--- config.mk ---
export PLATFORM = sky130hd
export DESIGN_NAME = door_circuit_check
export DESIGN_NICKNAME = d
export VERILOG_FILES = /design/src/verilog/door_check_pkg.sv /design/src/verilog/mismatch_timer.sv /design/src/verilog/door_circuit_check.sv
export VERILOG_INCLUDE_DIRS = /design/src /design/src/verilog
export SDC_FILE = /design/constraint.sdc
export NUM_CORES = 1
export LEC_CHECK = 0
export BUFFER_PORTS_ARGS = -buffer_cell sky130_fd_sc_hd__buf_4
export CAP_MARGIN = 25
export CORE_ASPECT_RATIO = 2
export CORE_MARGIN = 8
export CORE_UTILIZATION = 54
export CTS_CLUSTER_DIAMETER = 30
export DETAILED_ROUTE_END_ITERATION = 8
export PLACE_DENSITY = 0.72
export SLEW_MARGIN = 20
export SYNTH_ARGS = -nofsm -noshare
export SYNTH_HDL_FRONTEND = slang
export SYNTH_HIERARCHICAL = 1
export SYNTH_SLANG_ARGS = --single-unit
--- constraint.sdc ---
create_clock -name mclk -period 2.2 [get_ports mclk]
set_input_delay 0.11 -clock mclk [delete_from_list [all_inputs] [get_ports mclk]]
set_output_delay 0.11 -clock mclk [all_outputs]
set_load 0.005 [all_outputs]
--- src/verilog/door_check_params.svh ---
// Constants for the door circuit separated check block.
`ifndef DOOR_CHECK_PARAMS_SVH
`define DOOR_CHECK_PARAMS_SVH
`define FAULT_NONE 8'h00
`define FAULT_MISMATCH 8'h1a
`define FAULT_WIRING 8'h3e
`define MISMATCH_TIME_MS 3000
`define CLK_PERIOD_NS 8
`define MISMATCH_CYCLES (32'((`MISMATCH_TIME_MS * 64'd1000000) / `CLK_PERIOD_NS))
`endif

--- src/verilog/door_check_pkg.sv ---
// Types for the door circuit separated check block.
package door_check_pkg;
   typedef enum logic [1:0] {
      MODE_TRADITIONAL,
      MODE_SEPARATED,
      MODE_NO_CONTACTOR,
      MODE_INVALID
   } check_mode_t;
endpackage : door_check_pkg

--- src/verilog/mismatch_timer.sv ---
// Timer that fires after an uninterrupted disagreement of a set length.
module mismatch_timer #(
   parameter int unsigned CYCLES = 375000000
) (
   input wire logic mclk,
   input wire logic rst_n,
   input wire logic differ,
   output logic expired
);
   logic [31:0] count_q;

   // Agreement restarts the count, so only a continuous disagreement expires.
   always_ff @(posedge mclk or negedge rst_n)
   begin
      if (!rst_n)
      begin
         count_q <= 32'h0;
      end
      else if (!differ)
      begin
         count_q <= 32'h0;
      end
      else if (count_q != CYCLES[31:0])
      begin
         count_q <= count_q + 32'h1;
      end
   end

   assign expired = differ && (count_q == CYCLES[31:0]);

   restart_on_agree_a: assert property (@(posedge mclk) disable iff (!rst_n)
      !differ |=> count_q == 32'h0) else $error("timer not restarted");
endmodule : mismatch_timer

--- src/verilog/door_circuit_check.sv ---
// Door circuit separated check: mode selection, mismatch and wiring faults.
`include "door_check_params.svh"
module door_circuit_check
   import door_check_pkg::*;
#(
   parameter int unsigned MISMATCH_CYCLES = `MISMATCH_CYCLES
) (
   input wire logic mclk,
   input wire logic rst_n,
   input wire logic hall_door_check_enable,
   input wire logic contactor_absent_select,
   input wire logic cfg_load,
   input wire logic interlock_contactor_feedback,
   input wire logic door_loop_sense_input,
   input wire logic hall_door_sense_input,
   input wire logic relevel_or_advance_open,
   input wire logic fault_clear,
   output logic run_permit,
   output logic [7:0] fault_code,
   output logic fault_active,
   output logic cfg_error
);
   logic hall_en_q;
   logic no_contactor_q;
   check_mode_t mode;
   logic hall_used;
   logic differ;
   logic expired;
   logic wiring_err;
   logic [7:0] fault_q;
   logic permit_q;
   logic cfg_err_q;

   // Selections are latched on cfg_load; an illegal pair is refused.
   always_ff @(posedge mclk or negedge rst_n)
   begin
      if (!rst_n)
      begin
         hall_en_q <= 1'b0;
         no_contactor_q <= 1'b0;
         cfg_err_q <= 1'b0;
      end
      else if (cfg_load)
      begin
         if (contactor_absent_select && !hall_door_check_enable)
         begin
            cfg_err_q <= 1'b1;
         end
         else
         begin
            hall_en_q <= hall_door_check_enable;
            no_contactor_q <= contactor_absent_select;
            cfg_err_q <= 1'b0;
         end
      end
   end

   always_comb
   begin
      if (!hall_en_q)
      begin
         mode = MODE_TRADITIONAL;
      end
      else if (!no_contactor_q)
      begin
         mode = MODE_SEPARATED;
      end
      else
      begin
         mode = MODE_NO_CONTACTOR;
      end
   end

   assign hall_used = !relevel_or_advance_open;

   always_comb
   begin
      differ = 1'b0;
      wiring_err = 1'b0;
      case (mode)
         MODE_TRADITIONAL:
         begin
            differ = interlock_contactor_feedback != door_loop_sense_input;
            wiring_err = hall_door_sense_input;
         end
         MODE_SEPARATED:
         begin
            differ = (interlock_contactor_feedback != door_loop_sense_input) ||
               (hall_used && (hall_door_sense_input != door_loop_sense_input));
         end
         MODE_NO_CONTACTOR:
         begin
            differ = hall_used && (hall_door_sense_input != door_loop_sense_input);
            wiring_err = interlock_contactor_feedback;
         end
         default:
         begin
            differ = 1'b0;
         end
      endcase
   end

   mismatch_timer #(
      .CYCLES(MISMATCH_CYCLES)
   ) u_timer (
      .mclk(mclk),
      .rst_n(rst_n),
      .differ(differ),
      .expired(expired)
   );

   // A new fault wins over a clear in the same cycle; wiring faults take priority.
   always_ff @(posedge mclk or negedge rst_n)
   begin
      if (!rst_n)
      begin
         fault_q <= `FAULT_NONE;
      end
      else if (wiring_err)
      begin
         fault_q <= `FAULT_WIRING;
      end
      else if (expired && mode != MODE_TRADITIONAL)
      begin
         fault_q <= `FAULT_MISMATCH;
      end
      else if (fault_clear)
      begin
         fault_q <= `FAULT_NONE;
      end
   end

   // Running needs every used indication closed and agreeing, with no fault.
   always_ff @(posedge mclk or negedge rst_n)
   begin
      if (!rst_n)
      begin
         permit_q <= 1'b0;
      end
      else
      begin
         case (mode)
            MODE_TRADITIONAL:
            begin
               permit_q <= interlock_contactor_feedback && door_loop_sense_input &&
                  !wiring_err && fault_q == `FAULT_NONE;
            end
            default:
            begin
               permit_q <= door_loop_sense_input && !differ && !wiring_err &&
                  (hall_door_sense_input || !hall_used) &&
                  fault_q == `FAULT_NONE;
            end
         endcase
      end
   end

   assign run_permit = permit_q;
   assign fault_code = fault_q;
   assign fault_active = fault_q != `FAULT_NONE;
   assign cfg_error = cfg_err_q;


   // Fault, permit and config checks look one edge ahead of their cause; the differ checks hold in the same cycle.
   wiring_fault_trad_a: assert property (@(posedge mclk) disable iff (!rst_n)
      mode == MODE_TRADITIONAL && hall_door_sense_input |=> fault_q == `FAULT_WIRING)
      else $error("no wiring fault in traditional mode");
   wiring_fault_nocon_a: assert property (@(posedge mclk) disable iff (!rst_n)
      mode == MODE_NO_CONTACTOR && interlock_contactor_feedback |=> fault_q == `FAULT_WIRING)
      else $error("no wiring fault without contactor");
   mismatch_fault_a: assert property (@(posedge mclk) disable iff (!rst_n)
      expired && !wiring_err && mode != MODE_TRADITIONAL |=> fault_q == `FAULT_MISMATCH)
      else $error("mismatch fault missing");
   wiring_wins_a: assert property (@(posedge mclk) disable iff (!rst_n)
      wiring_err && expired |=> fault_q == `FAULT_WIRING)
      else $error("wiring fault lost to mismatch");
   trad_no_mismatch_a: assert property (@(posedge mclk) disable iff (!rst_n)
      mode == MODE_TRADITIONAL && !wiring_err && fault_q == `FAULT_NONE |=> fault_q == `FAULT_NONE)
      else $error("fault raised in traditional mode");
   nocon_pair_a: assert property (@(posedge mclk) disable iff (!rst_n)
      mode == MODE_NO_CONTACTOR && hall_used && hall_door_sense_input != door_loop_sense_input
      |-> differ) else $error("loop and hall difference missed");
   sep_hall_pair_a: assert property (@(posedge mclk) disable iff (!rst_n)
      mode == MODE_SEPARATED && hall_used && hall_door_sense_input != interlock_contactor_feedback
      |-> differ) else $error("hall and contactor difference missed");
   run_needs_loop_a: assert property (@(posedge mclk) disable iff (!rst_n)
      !door_loop_sense_input |=> !run_permit)
      else $error("run with door loop open");
   fault_blocks_run_a: assert property (@(posedge mclk) disable iff (!rst_n)
      fault_q != `FAULT_NONE |=> !run_permit)
      else $error("run with a fault standing");
   cfg_accept_a: assert property (@(posedge mclk) disable iff (!rst_n)
      cfg_load && !(contactor_absent_select && !hall_door_check_enable) |=>
      hall_en_q == $past(hall_door_check_enable) && no_contactor_q == $past(contactor_absent_select))
      else $error("legal config not taken");
   hall_ignored_a: assert property (@(posedge mclk) disable iff (!rst_n)
      mode == MODE_NO_CONTACTOR && relevel_or_advance_open |-> !differ)
      else $error("hall sense not ignored");
   run_block_a: assert property (@(posedge mclk) disable iff (!rst_n)
      mode != MODE_TRADITIONAL && hall_used && hall_door_sense_input != door_loop_sense_input
      |=> !run_permit) else $error("run with hall and loop differing");
   illegal_cfg_a: assert property (@(posedge mclk) disable iff (!rst_n)
      cfg_load && contactor_absent_select && !hall_door_check_enable
      |=> cfg_error && $stable(no_contactor_q)) else $error("illegal config taken");
   trad_ignores_hall_a: assert property (@(posedge mclk) disable iff (!rst_n)
      mode == MODE_TRADITIONAL |-> differ == (interlock_contactor_feedback
      != door_loop_sense_input)) else $error("hall used in traditional");
   sep_pair_a: assert property (@(posedge mclk) disable iff (!rst_n)
      mode == MODE_SEPARATED && interlock_contactor_feedback != door_loop_sense_input
      |-> differ) else $error("pair difference missed");
endmodule : door_circuit_check

Word-level counts from Yosys, hierarchy flattened

Cells that the tools add are included.

Output and inout port bits: 11
Logic and storage cells: 49
Input port bits: 10
Bits in registers: 44

Reductions and logical operators: 23
Add/subtract/negate cells: 1
Bitwise logic cells: 1
Equality and inequality tests: 7
Mux-type cells: 11

Operators by type and width:

| operator                                                                  | count |
|---|---|
| 32-bit two-way mux                                                        | 2 |
| 32-bit by 1-bit adder with 32-bit output, second input constant           | 1 |
| 32-bit by 29-bit equality test with 1-bit output, second input constant   | 1 |
| 32-bit by 29-bit inequality test with 1-bit output, second input constant | 1 |
| 8-bit two-way mux                                                         | 3 |
| 1-bit logical AND                                                         | 11 |
| 8-bit zero test                                                           | 1 |
| 8-bit nonzero test                                                        | 1 |
| 1-bit zero test                                                           | 4 |
| 2-bit two-way mux                                                         | 2 |
| 1-bit one-hot mux with 3 select lines                                     | 1 |
| 3-bit nonzero test                                                        | 1 |
| 2-bit by 1-bit equality test with 1-bit output, second input constant     | 1 |
| 2-bit equality test, second input constant                                | 1 |
| 2-bit zero test                                                           | 1 |
| 1-bit logical OR                                                          | 2 |
| 1-bit two-way mux                                                         | 2 |
| 1-bit inequality test                                                     | 2 |
| 2-bit inequality test, second input constant                              | 1 |
| 1-bit one-hot mux with 2 select lines                                     | 1 |
| 2-bit AND reduction                                                       | 1 |
| 2-bit nonzero test                                                        | 1 |
| 1-bit NOT                                                                 | 1 |

Logic depth before layout (Yosys ltp)

Gate-level depths: netlist (run 1).

Depth in word-level cells: 10
Depth in mapped cells: 9
Gate-level depth less buffers: 8

Hierarchy

Netlist (run 1), hierarchy kept.

Modules (own cells, without submodules):

| module             | cells each | sequential area each (um^2) | times used | area an instance (um^2) |
|---|---|---|---|---|
| mismatch_timer     | 190        | 800.8                       | 1          | 1755.4 |
| door_circuit_check | 40         | 150.1                       | 1          | 387.9 |

Worst setup path before layout (run 1)

OpenSTA, ideal clock, no wires.

Path kind: register to register
Start point: register u_timer.count_q[16]
End point: register u_timer.count_q[26]
Setup time: 0.078 ns
Cell stages (with the launch flop): 6
Data arrival time: 1.704 ns
Path slack: 0.418 ns
Path buffers: 1
Data required time: 2.122 ns
Cell sequence: dfrtp_1 > nand3_2 > or4_1 > buf_2 > or4_1 > a21oi_1

Word-level cells in the longest chain between the ends: 3
Elaborated cells on any way between the ends: 5
Classes of those cells: add/sub (1); eq/ne (2); mux (2)

Ends and longest elaborated chain:

| element                                  | line                 | text |
|---|---|---|
| from (decl)                              | mismatch_timer.sv:10 | `logic [31:0] count_q;` |
| from (signal assigned)                   | mismatch_timer.sv:25 | `count_q <= count_q + 32'h1;` |
| 32-bit by 1-bit adder with 32-bit output | mismatch_timer.sv:25 |  |
| 32-bit two-way mux                       | mismatch_timer.sv:23 | `else if (count_q != CYCLES[31:0])` |
| 32-bit two-way mux                       | mismatch_timer.sv:19 | `else if (!differ)` |

Parallel ways exist; a longest one is shown, timed or not. The select of a mux whose other input is x is not followed.
A chain may end at the register's enable or synchronous reset.

Final worst setup path (run 1)

Start point: register u_timer.count_q[2]
End point: register u_timer.count_q[31]

The elaborated chain is that of the path after synthesis.

==> impl_summary.log, run 1 <==
INFO  metric ys_warn_count = 6
INFO  metric initial_core_util = 55.8%
INFO  metric wirelength = 4890 µm
INFO  metric critPathSlowestCell = dfrtp_1
INFO  metric worstSetupPathType = reg2reg
INFO  metric routabilityCongestion = 0.885
INFO  metric final_net_count = 259
INFO  metric die_height = 105 µm
INFO  metric htree_levels = 2
INFO  metric clock_skew = 2.56 ps
INFO  metric critical_path.top_delay_family = simple AND/OR/NAND/NOR gates
INFO  metric worst-path-buf-inv = 2
INFO  metric cp-start-kind = flop
INFO  metric final_antenna_net_count = 0
INFO  metric required = 2420 ps
INFO  metric drt-wirelength-per-cell = 16.5 µm
INFO  metric drc = 0
INFO  metric hold_class = in2reg
INFO  metric cts_num_sinks = 38
INFO  metric track_usage = 17.1%
INFO  metric synth-edff-count = 0
INFO  metric synth-async-reset-ratio = 100%
INFO  metric max_cap_violations = 0
INFO  metric gate_count_after_technology_mapping = 230
INFO  metric finish.cell_count_without_fillers = 296
INFO  metric synth_top_area_share = 44.4%
INFO  metric grt_pass1_wl = 8400 µm
INFO  metric core_area = 3840 µm²
INFO  metric clkTransAtPathRegs = 70 ps
INFO  metric timing.final.hold_violations = 0
INFO  metric detail_route.iter0.violations = 60
INFO  metric layout.cells.most_common = dfrtp_1
INFO  metric finalSetupViolCount = 0
INFO  metric first_global_vias = 1809
INFO  metric synth_area = 2140 µm²
INFO  metric cell_area_power_density = 599 nW/µm²
INFO  metric cts_root_buf = clkbuf_8
INFO  metric num_rows = 32
INFO  metric yosys-top-cells-area = dfrtp_1, a21oi_1, or4_1, o31ai_1, xor2_1
INFO  metric crit_path_max_incr_delay = 430 ps
INFO  metric total_negative_setup_slack = 0 ps
INFO  metric clock_latency = 290 ps
INFO  metric most_frequent_cells_in_the_layout = dfrtp_1, buf_4, a21oi_1
INFO  metric maximum_number_of_pins_on_one_net_before_global_route_repair = 39
INFO  metric rsz0062_at_grt = false
INFO  metric io_buffer_count = 17
INFO  metric first_pass_iters = 4
INFO  metric worst-endpoint-arrival = 2210 ps
INFO  metric setup_ws = 210 ps
INFO  metric design.die.area = 6360 µm²
INFO  metric final_max_slew_viol_count = 0
INFO  metric crit_chain = and4_1 -> nand4_1 -> buf_4 -> nor4_1 -> buf_4 -> mux2i_1
INFO  metric critical_path.max_fanout = 14
INFO  metric detailed_place_hpwl = 3560 µm
INFO  metric yosys.area.top_type = dfrtp_1
INFO  metric via_per_inst = 6.09
INFO  metric post_synth.cell_area_avg = 9.32 µm²
INFO  metric cts_inserted_buffers = 5
INFO  metric io_pins = 21
INFO  metric cp-end-kind = flop
INFO  metric gr-total-overflow = 0
INFO  metric synth-seq-cells = 38
INFO  metric fillerInstances = 360
INFO  metric proportion_of_layout_cells_with_a_drive_suffix_above_1 = 15.9%
INFO  metric finalWorstPathRequiredPeriod = 1990 ps
INFO  metric number_of_antenna_violations_at_the_first_check_in_global_routing = 0
INFO  metric place_worst_setup_slack = 126 ps
INFO  metric final_core_util = 62.1%
INFO  metric power.static_leakage = 0.965 nW
INFO  metric clock_path_buffers = 2
INFO  metric cpMostUsedCell = buf_4
INFO  metric num_vias = 1803
INFO  metric max_freq = 502 MHz
INFO  metric synthFlopType = dfrtp_1
INFO  metric status = completed
INFO  metric insertedDiodeCount = 0
INFO  metric yosysSeqAreaShare = 44.4%
INFO  metric ir_drop_worst_vdd = 0.507 mV
INFO  metric placedCellCount = 289
INFO  metric syn2layout_area_growth = 11.4%
INFO  metric tritoncts = done
INFO  metric finalCritPeriodShare = 90.5%
INFO  metric die_x = 60.6 µm
INFO  metric synth.distinct_cells = 40
==> timing repair <==
item	CTS	global route
hold endpoints to repair	38	0
buffers inserted	0	0
hold buffers	1	0
gates resized for setup	0	2
setup endpoints to repair	0	3
==> cell usage after synthesis, drive strengths merged, types with 9 or more instances <==
master,instances
dfrtp,38
a21oi,22
nand2,13
buf,12
inv,12
nand3,12
nand4,12
or4,12
o31ai,11
nor2,10
o21ai,9
xor2,9
==> final timing paths <==
kind / startpoint / to / slack (ps) / cells past startpoint
setup / recovery: u_timer/count_q[2] / u_timer/count_q[31] / 210 / 6
hold / removal: cfg_load / no_contactor_q / 30 / 2
setup reg to reg: u_timer/count_q[2] / u_timer/count_q[31] / 210 / 6
hold reg to reg: cfg_error / cfg_error / 530 / 2
max in group asynchronous: rst_n / no_contactor_q / 1540 / 2
min in group asynchronous: rst_n / u_timer/count_q[7] / 310 / 2
==> kinds of logic after synthesis <==
| kind of cell | Yosys count | share of synthesized area [%] |
|---|---|---|
| AO/OA/AOI/OAI | 47 | 13.5 |
| multiplexers | 2 | 0.934 |
| XOR/XNOR | 11 | 4.50 |
| AND/OR/NAND/NOR | 98 | 27.6 |
| adder cells (fa/ha/maj) | 3 | 1.75 |
| other | 1 | 0.175 |
| buffers and inverters | 30 | 7.18 |
| flip-flops | 38 | 44.4 |
==> registers in the layout, indices dropped and copies added (netlist names) <==
signal	count
hall_en_q	1
fault_code	2
cfg_error	1
u_timer/count_q	32
run_permit	1
no_contactor_q	1
==> report_power, final <==
group          internal, mW  switching, mW
clock                 0.242          0.231
combinational        0.0911          0.116
sequential            0.723         0.0283
total                  1.06          0.375
==> metal layers <==
metal / up-vias / GRT usage (%) / wire [µm]
met3: 14 / 3.56 / 151
li1: 867 / - / -
met5: - / 0 / 0
met4: 0 / 8.74 / 170
met1: 882 / 18.7 / 1920
met2: 40 / 29.2 / 2650
==> stage by stage <==
step | power, mW | hold slack (ps) | cell area, µm²
2_1_floorplan | 0.888 | -186 | 2150
3_3_place_gp | 0.964 | 105 | 2290
3_5_place_dp | 0.974 | 103 | 2290
4_1_cts | 1.45 | 28.7 | 2380
5_1_grt | 1.50 | 26.7 | 2390
6_report | 1.43 | 32.7 | 2390
==> layout make-up <==
cell class / count / area [µm²] / share of cell area, %
Multi-Input combinational cell: 164 / 1060 / 44.2
Clock buffer: 6 / 82.6 / 3.46
Inverter: 12 / 45.0 / 1.89
Sequential cell: 38 / 951 / 39.8
Tap cell: 51 / 63.8 / 2.67
Timing Repair Buffer: 25 / 190 / 7.96
Note: power is estimated with default switching activity, not from simulation.
==> run 2: changes to the inputs <==
- BUFFER_PORTS_ARGS: -buffer_cell sky130_fd_sc_hd__buf_4 -> -buffer_cell sky130_fd_sc_hd__buf_2
- RECOVER_POWER: unset -> 50
==> run 2 against run 1 <==
Compared with the run above:
- count of clock-buffer cells in the layout rose by 1
- final cell count rose by 1.7%
- core utilization fell by 0.52 points
- critical path type unchanged
- largest cell class unchanged
==> impl_summary.log, run 2 (synthesis results as in run 1) <==
INFO  metric status = completed
INFO  metric drt-wirelength-per-cell = 16.2 µm
INFO  metric wirelength = 4870 µm
INFO  metric final_antenna_net_count = 0
INFO  metric regMostFlops = u_timer/count_q
INFO  metric holdPathStages = 2
INFO  metric drc = 0
INFO  metric proportion_of_layout_cells_with_a_drive_suffix_above_1 = 15.2%
INFO  metric io_pins = 21
INFO  metric cp-start-kind = flop
INFO  metric finalSetupViolCount = 0
INFO  metric track_usage = 16.4%
INFO  metric tritoncts = done
INFO  metric comb_power_share = 12.7%
INFO  metric final_net_count = 262
INFO  metric top_layer = met4
INFO  metric layout.cells.most_common = dfrtp_1
INFO  metric first_global_vias = 1878
INFO  metric total_negative_setup_slack = 0 ps
INFO  metric drt-met1-wl = 1820 µm
INFO  metric critical_path.reg2reg.endpoint = u_timer/count_q[26]
INFO  metric max_freq = 522 MHz
INFO  metric dpl-instance-area = 2270 µm²
INFO  metric die_x = 60.6 µm
INFO  metric largest_register_ffs = 32
INFO  metric postLayoutCellArea = 2370 µm²
INFO  metric grt_pass1_wl = 8150 µm
INFO  metric maxSlewHeadroom = 38.6%
INFO  metric routabilityCongestion = 0.886
INFO  metric sw_frac_of_total = 26.4%
INFO  metric initial_core_util = 55.8%
INFO  metric finalCritPeriodShare = 87.0%
INFO  metric setup.worst_path.start = u_timer/count_q[16]
INFO  metric place_worst_setup_slack = 131 ps
INFO  metric maximum_number_of_pins_on_one_net_before_global_route_repair = 39
INFO  metric cp-end-kind = flop
INFO  metric design.die.area = 6360 µm²
INFO  metric worst-endpoint-arrival = 2130 ps
INFO  metric max_cap_violations = 0
INFO  metric clkTransAtPathRegs = 70 ps
INFO  metric insertedDiodeCount = 0
INFO  metric syn2layout_area_growth = 10.5%
INFO  metric num_vias = 1820
INFO  metric finalWorstPathRequiredPeriod = 1910 ps
INFO  metric setup_ws = 285 ps
INFO  metric cell_area_power_density = 600 nW/µm²
INFO  metric final_max_slew_viol_count = 0
INFO  metric detail_route.iter0.violations = 32
INFO  metric core_area = 3840 µm²
INFO  metric num_rows = 32
INFO  metric ff2ff_path_depth = 4
INFO  metric number_of_antenna_violations_at_the_first_check_in_global_routing = 0
INFO  metric clock_skew = 5.89 ps
INFO  metric worstSetupPathType = reg2reg
INFO  metric power.static_leakage = 0.957 nW
INFO  metric power.sequential.fraction = 52.8%
INFO  metric cp-endpoint = u_timer/count_q[26]
INFO  metric most_frequent_cells_in_the_layout = dfrtp_1, a21oi_1, nand2_1
INFO  metric cts_inserted_buffers = 5
INFO  metric power.clock.fraction = 34.5%
INFO  metric cts_num_sinks = 38
INFO  metric ff2ff_setup_slack = 290 ps
INFO  metric clock_path_buffers = 2
INFO  metric rsz0062_at_grt = false
INFO  metric via_per_inst = 6.05
INFO  metric hold_class = in2reg
INFO  metric clock_latency = 290 ps
INFO  metric timing.rr.start = u_timer/count_q[16]
INFO  metric htree_levels = 2
INFO  metric timing_worst_slew_pin_value = 922 ps
INFO  metric critical_path.max_fanout = 17
INFO  metric gr-total-overflow = 0
INFO  metric internal-power = 1.04 mW
INFO  metric first_pass_iters = 4
INFO  metric die_height = 105 µm
INFO  metric required = 2410 ps
INFO  metric io_buffer_count = 17
INFO  metric timing.final.hold_violations = 0
INFO  metric met3_length = 156 µm
INFO  metric p_sw = 376 µW
INFO  metric route.met2.wl = 2700 µm
INFO  metric cts_root_buf = clkbuf_8
INFO  metric ir_drop_worst_vdd = 0.523 mV
INFO  metric detailed_place_hpwl = 3610 µm
run 2: repair_timing:
item / in CTS / in global routing
endpoints found under the setup margin: 0 / 1
hold buffers: 1 / 0
resized for setup: 0 / 2
buffers inserted: 0 / 0
hold endpoints to repair: 38 / 0
run 2: per-layer routing:
metal,up-vias,track usage [%]
li1,880,-
met1,876,15.8
met2,48,29.8
met3,16,3.19
met4,0,9.75
met5,-,0
run 2: worst min path at each step:
stage	slack, ps	start	to
after floorplan	-190	rst_n	cfg_error
after global placement	260	rst_n	u_timer/count_q[5]
after detailed placement	260	rst_n	u_timer/count_q[5]
after CTS	50	cfg_load	no_contactor_q
after global routing	70	fault_clear	fault_code[2]
final	60	cfg_load	no_contactor_q
run 2: power groups by stage:
stage / Clock (mW) / Combinational, mW / Sequential (mW)
final: 0.490 / 0.180 / 0.751
after global routing: 0.534 / 0.200 / 0.754
after CTS: 0.508 / 0.187 / 0.751
after detailed placement: 0 / 0.186 / 0.765
after global placement: 0 / 0.184 / 0.762
after floorplan: 0 / 0.132 / 0.757
run 2: worst max-delay path, cell delays in order, from the launching register on:
cell     delay, ps
dfrtp_1        450
nand3_2        150
or4_4          600
or4_1          490
a21oi_1        150
run 2: cell type report:
class	instances	area (µm²)
inverters	12	45.0
multi-input cells	164	1060
well taps	51	63.8
repair buffers	28	161
clock buffers	7	86.3
flip-flops and latches	38	951
clock inverters	1	5.00
fillers	366	1480
run 2: metrics by stage:
stage | utilization [%] | power [mW] | hold slack, ps | std cells
2_1_floorplan | - | 0.888 | -186 | 232
3_5_place_dp | 59.0 | 0.950 | 259 | 292
3_3_place_gp | 59.0 | 0.946 | 258 | 292
6_report | 61.6 | 1.42 | 56.6 | 301
4_1_cts | 61.6 | 1.45 | 49.3 | 301
5_1_grt | 61.6 | 1.49 | 70.2 | 301
==> run 3: changes to the inputs <==
- CAP_MARGIN: 25 -> unset
- CORE_UTILIZATION: 54 -> 53
- PLACE_DENSITY: 0.72 -> 0.74
- clock period: 2.2 -> 1.7 ns (I/O delays scaled with it)
==> run 3 against run 2 <==
Compared with the run above:
- the run now ends with negative setup slack left
- core utilization up 9.7 points
- combinational power up 79%
- final cell count up 13%
- first-iteration DRC count rose to 4.0 times the previous value
- sequential share of layout area down 6.9 points
==> impl_summary.log, run 3 (synthesis results as in run 1) <==
INFO  metric status = finished, violations left
INFO  metric violations_in_the_final_reports = negative setup slack
INFO  metric io_pins = 21
INFO  metric tritoncts = done
INFO  metric via_per_inst = 5.97
INFO  metric hold_slack = 29.3 ps
INFO  metric grtUsageMet2 = 31.1%
INFO  metric finalCritPeriodShare = 106%
INFO  metric grtUsageMet3 = 3.14%
INFO  metric clkTransAtPathRegs = 80 ps
INFO  metric die_height = 106 µm
INFO  metric hold_class = in2reg
INFO  metric place_worst_setup_slack = -138 ps
INFO  metric critical_path.max_fanout = 7
INFO  metric track_usage = 17.9%
INFO  metric finalWorstPathRequiredPeriod = 1810 ps
INFO  metric power.sequential.fraction = 43.8%
INFO  metric cts_num_sinks = 38
INFO  metric worstSetupPathType = reg2reg
INFO  metric proportion_of_layout_cells_with_a_drive_suffix_above_1 = 36.0%
INFO  metric maximum_number_of_pins_on_one_net_before_global_route_repair = 39
INFO  metric maxSlewHeadroom = 37.2%
INFO  metric regMostFlops = u_timer/count_q
INFO  metric total_power = 2.21 mW
INFO  metric most_frequent_cells_in_the_layout = buf_4, dfrtp_1, a21oi_1
INFO  metric htree_levels = 2
INFO  metric num_rows = 33
INFO  metric hold_path.startpoint = cfg_load
INFO  metric detailed_place_hpwl = 3660 µm
INFO  metric sw_frac_of_total = 24.8%
INFO  metric top_usage_layer = met2
INFO  metric power.clock.fraction = 41.6%
INFO  metric drt-wirelength-per-cell = 17.8 µm
INFO  metric cp-start-kind = flop
INFO  metric gr-total-overflow = 0
INFO  metric core_area = 4010 µm²
INFO  metric design.die.area = 6460 µm²
INFO  metric max_freq = 554 MHz
INFO  metric initial_core_util = 53.5%
INFO  metric setup.worst_path.start = u_timer/count_q[16]
INFO  metric ir_drop_worst_vdd = 0.632 mV
INFO  metric finalSetupViolCount = 9
INFO  metric io_buffer_count = 17
INFO  metric num_vias = 2037
INFO  metric syn2layout_area_growth = 33.3%
INFO  metric detail_route.iter0.violations = 128
INFO  metric layout.cells.most_common = buf_4
INFO  metric p_sw = 548 µW
INFO  metric required = 1880 ps
INFO  metric ff2ff_path_depth = 6
INFO  metric ff2ff_setup_slack = -110 ps
INFO  metric final_net_count = 301
INFO  metric setup_ws = -105 ps
INFO  metric wirelength = 6090 µm
INFO  metric drc = 0
INFO  metric rsz0062_at_grt = true
INFO  metric grt_pass1_wl = 8950 µm
INFO  metric first_pass_iters = 4
INFO  metric cts_root_buf = clkbuf_8
INFO  metric final_max_slew_viol_count = 0
INFO  metric first_global_vias = 1934
INFO  metric power.static_leakage = 1.22 nW
INFO  metric timing_worst_slew_pin_value = 941 ps
INFO  metric comb_power_share = 14.6%
INFO  metric multiInputGateArea = 1190 µm²
INFO  metric clock_latency = 300 ps
INFO  metric cp-end-kind = flop
INFO  metric fillerInstances = 296
INFO  metric clock_path_buffers = 2
INFO  metric die_x = 61.0 µm
INFO  metric number_of_antenna_violations_at_the_first_check_in_global_routing = 0
INFO  metric cp-endpoint = u_timer/count_q[30]
INFO  metric internal-power = 1.66 mW
INFO  metric final_antenna_net_count = 0
INFO  metric global_route.usage.met1 = 19.4%
INFO  metric max_cap_violations = 0
INFO  metric largest_register_ffs = 32
INFO  metric timing.final.hold_violations = 0
INFO  metric critical_path.reg2reg.endpoint = u_timer/count_q[30]
INFO  metric cts_inserted_buffers = 5
INFO  metric cell_area_power_density = 773 nW/µm²
INFO  metric worst-endpoint-arrival = 1990 ps
INFO  metric insertedDiodeCount = 0
INFO  metric clock_skew = 5.71 ps
INFO  metric area.sequential = 951 µm²
INFO  metric timing.rr.start = u_timer/count_q[16]
INFO  metric routabilityCongestion = 0.861
## run 3: cell types whose count changed in the layout (fill, tap and decap cells not counted), moves of 3 or more
cell,previous run,this run
a21oi_1,22,19
o31ai_1,11,8
nor4_1,4,1
or4_4,1,4
clkbuf_1,6,0
o31ai_2,0,3
or4_1,11,8
a21oi_2,0,3
buf_6,0,3
buf_2,12,18
buf_4,9,44
## run 3: timing repair
item,4_1_cts,5_1_grt
resized for setup,10,25
setup endpoints to repair,11,20
endpoints found under the hold margin,38,0
pin swaps,3,8
setup buffers,3,7
hold buffers,1,0
cloned,1,0
## run 3: layout make-up
class	instances	share of cell area, %
clock inverters	3	2.41
clock buffers	5	2.41
flip-flops and latches	38	33.3
repair buffers	67	16.4
inverters	12	1.58
multi-input cells	164	41.6
well taps	52	2.28
## run 3: worst min path at each step
stage / end / cells past startpoint
final: no_contactor_q / 2
after global routing: no_contactor_q / 2
after CTS: no_contactor_q / 2
after detailed placement: u_timer/count_q[24] / 2
after global placement: u_timer/count_q[25] / 2
after floorplan: cfg_error / 0
## run 3: metrics by stage
step / cells / utilization (%) / TNS [ps] / area, µm²
2_1_floorplan: 232 / - / -115 / 2170
5_1_grt: 341 / 71.4 / -1210 / 2860
6_report: 341 / 71.4 / -623 / 2860
4_1_cts: 334 / 67.1 / -313 / 2690
3_3_place_gp: 321 / 61.9 / -252 / 2480
3_5_place_dp: 321 / 61.9 / -633 / 2480
## run 3: layer usage
metal,vias to the layer above,part of all wire (%)
li1,957,-
met1,1013,39
met2,54,55
met3,13,3.5
met4,0,2.8
met5,-,0
## run 3: power groups by stage
stage	sequential (mW)	clock, mW	combinational, mW
after floorplan	0.979	0	0.170
after global placement	0.980	0	0.259
after detailed placement	0.983	0	0.267
after CTS	0.967	0.926	0.274
after global routing	0.971	0.971	0.346
final	0.967	0.920	0.323
## run 3: worst max-delay path, cell delays in order, from the launching register on
cell and delay (ps):
dfrtp_1 390, nand3_2 100, or4_4 530, buf_2 180, buf_4 140, o31ai_2 250, a21oi_2 100
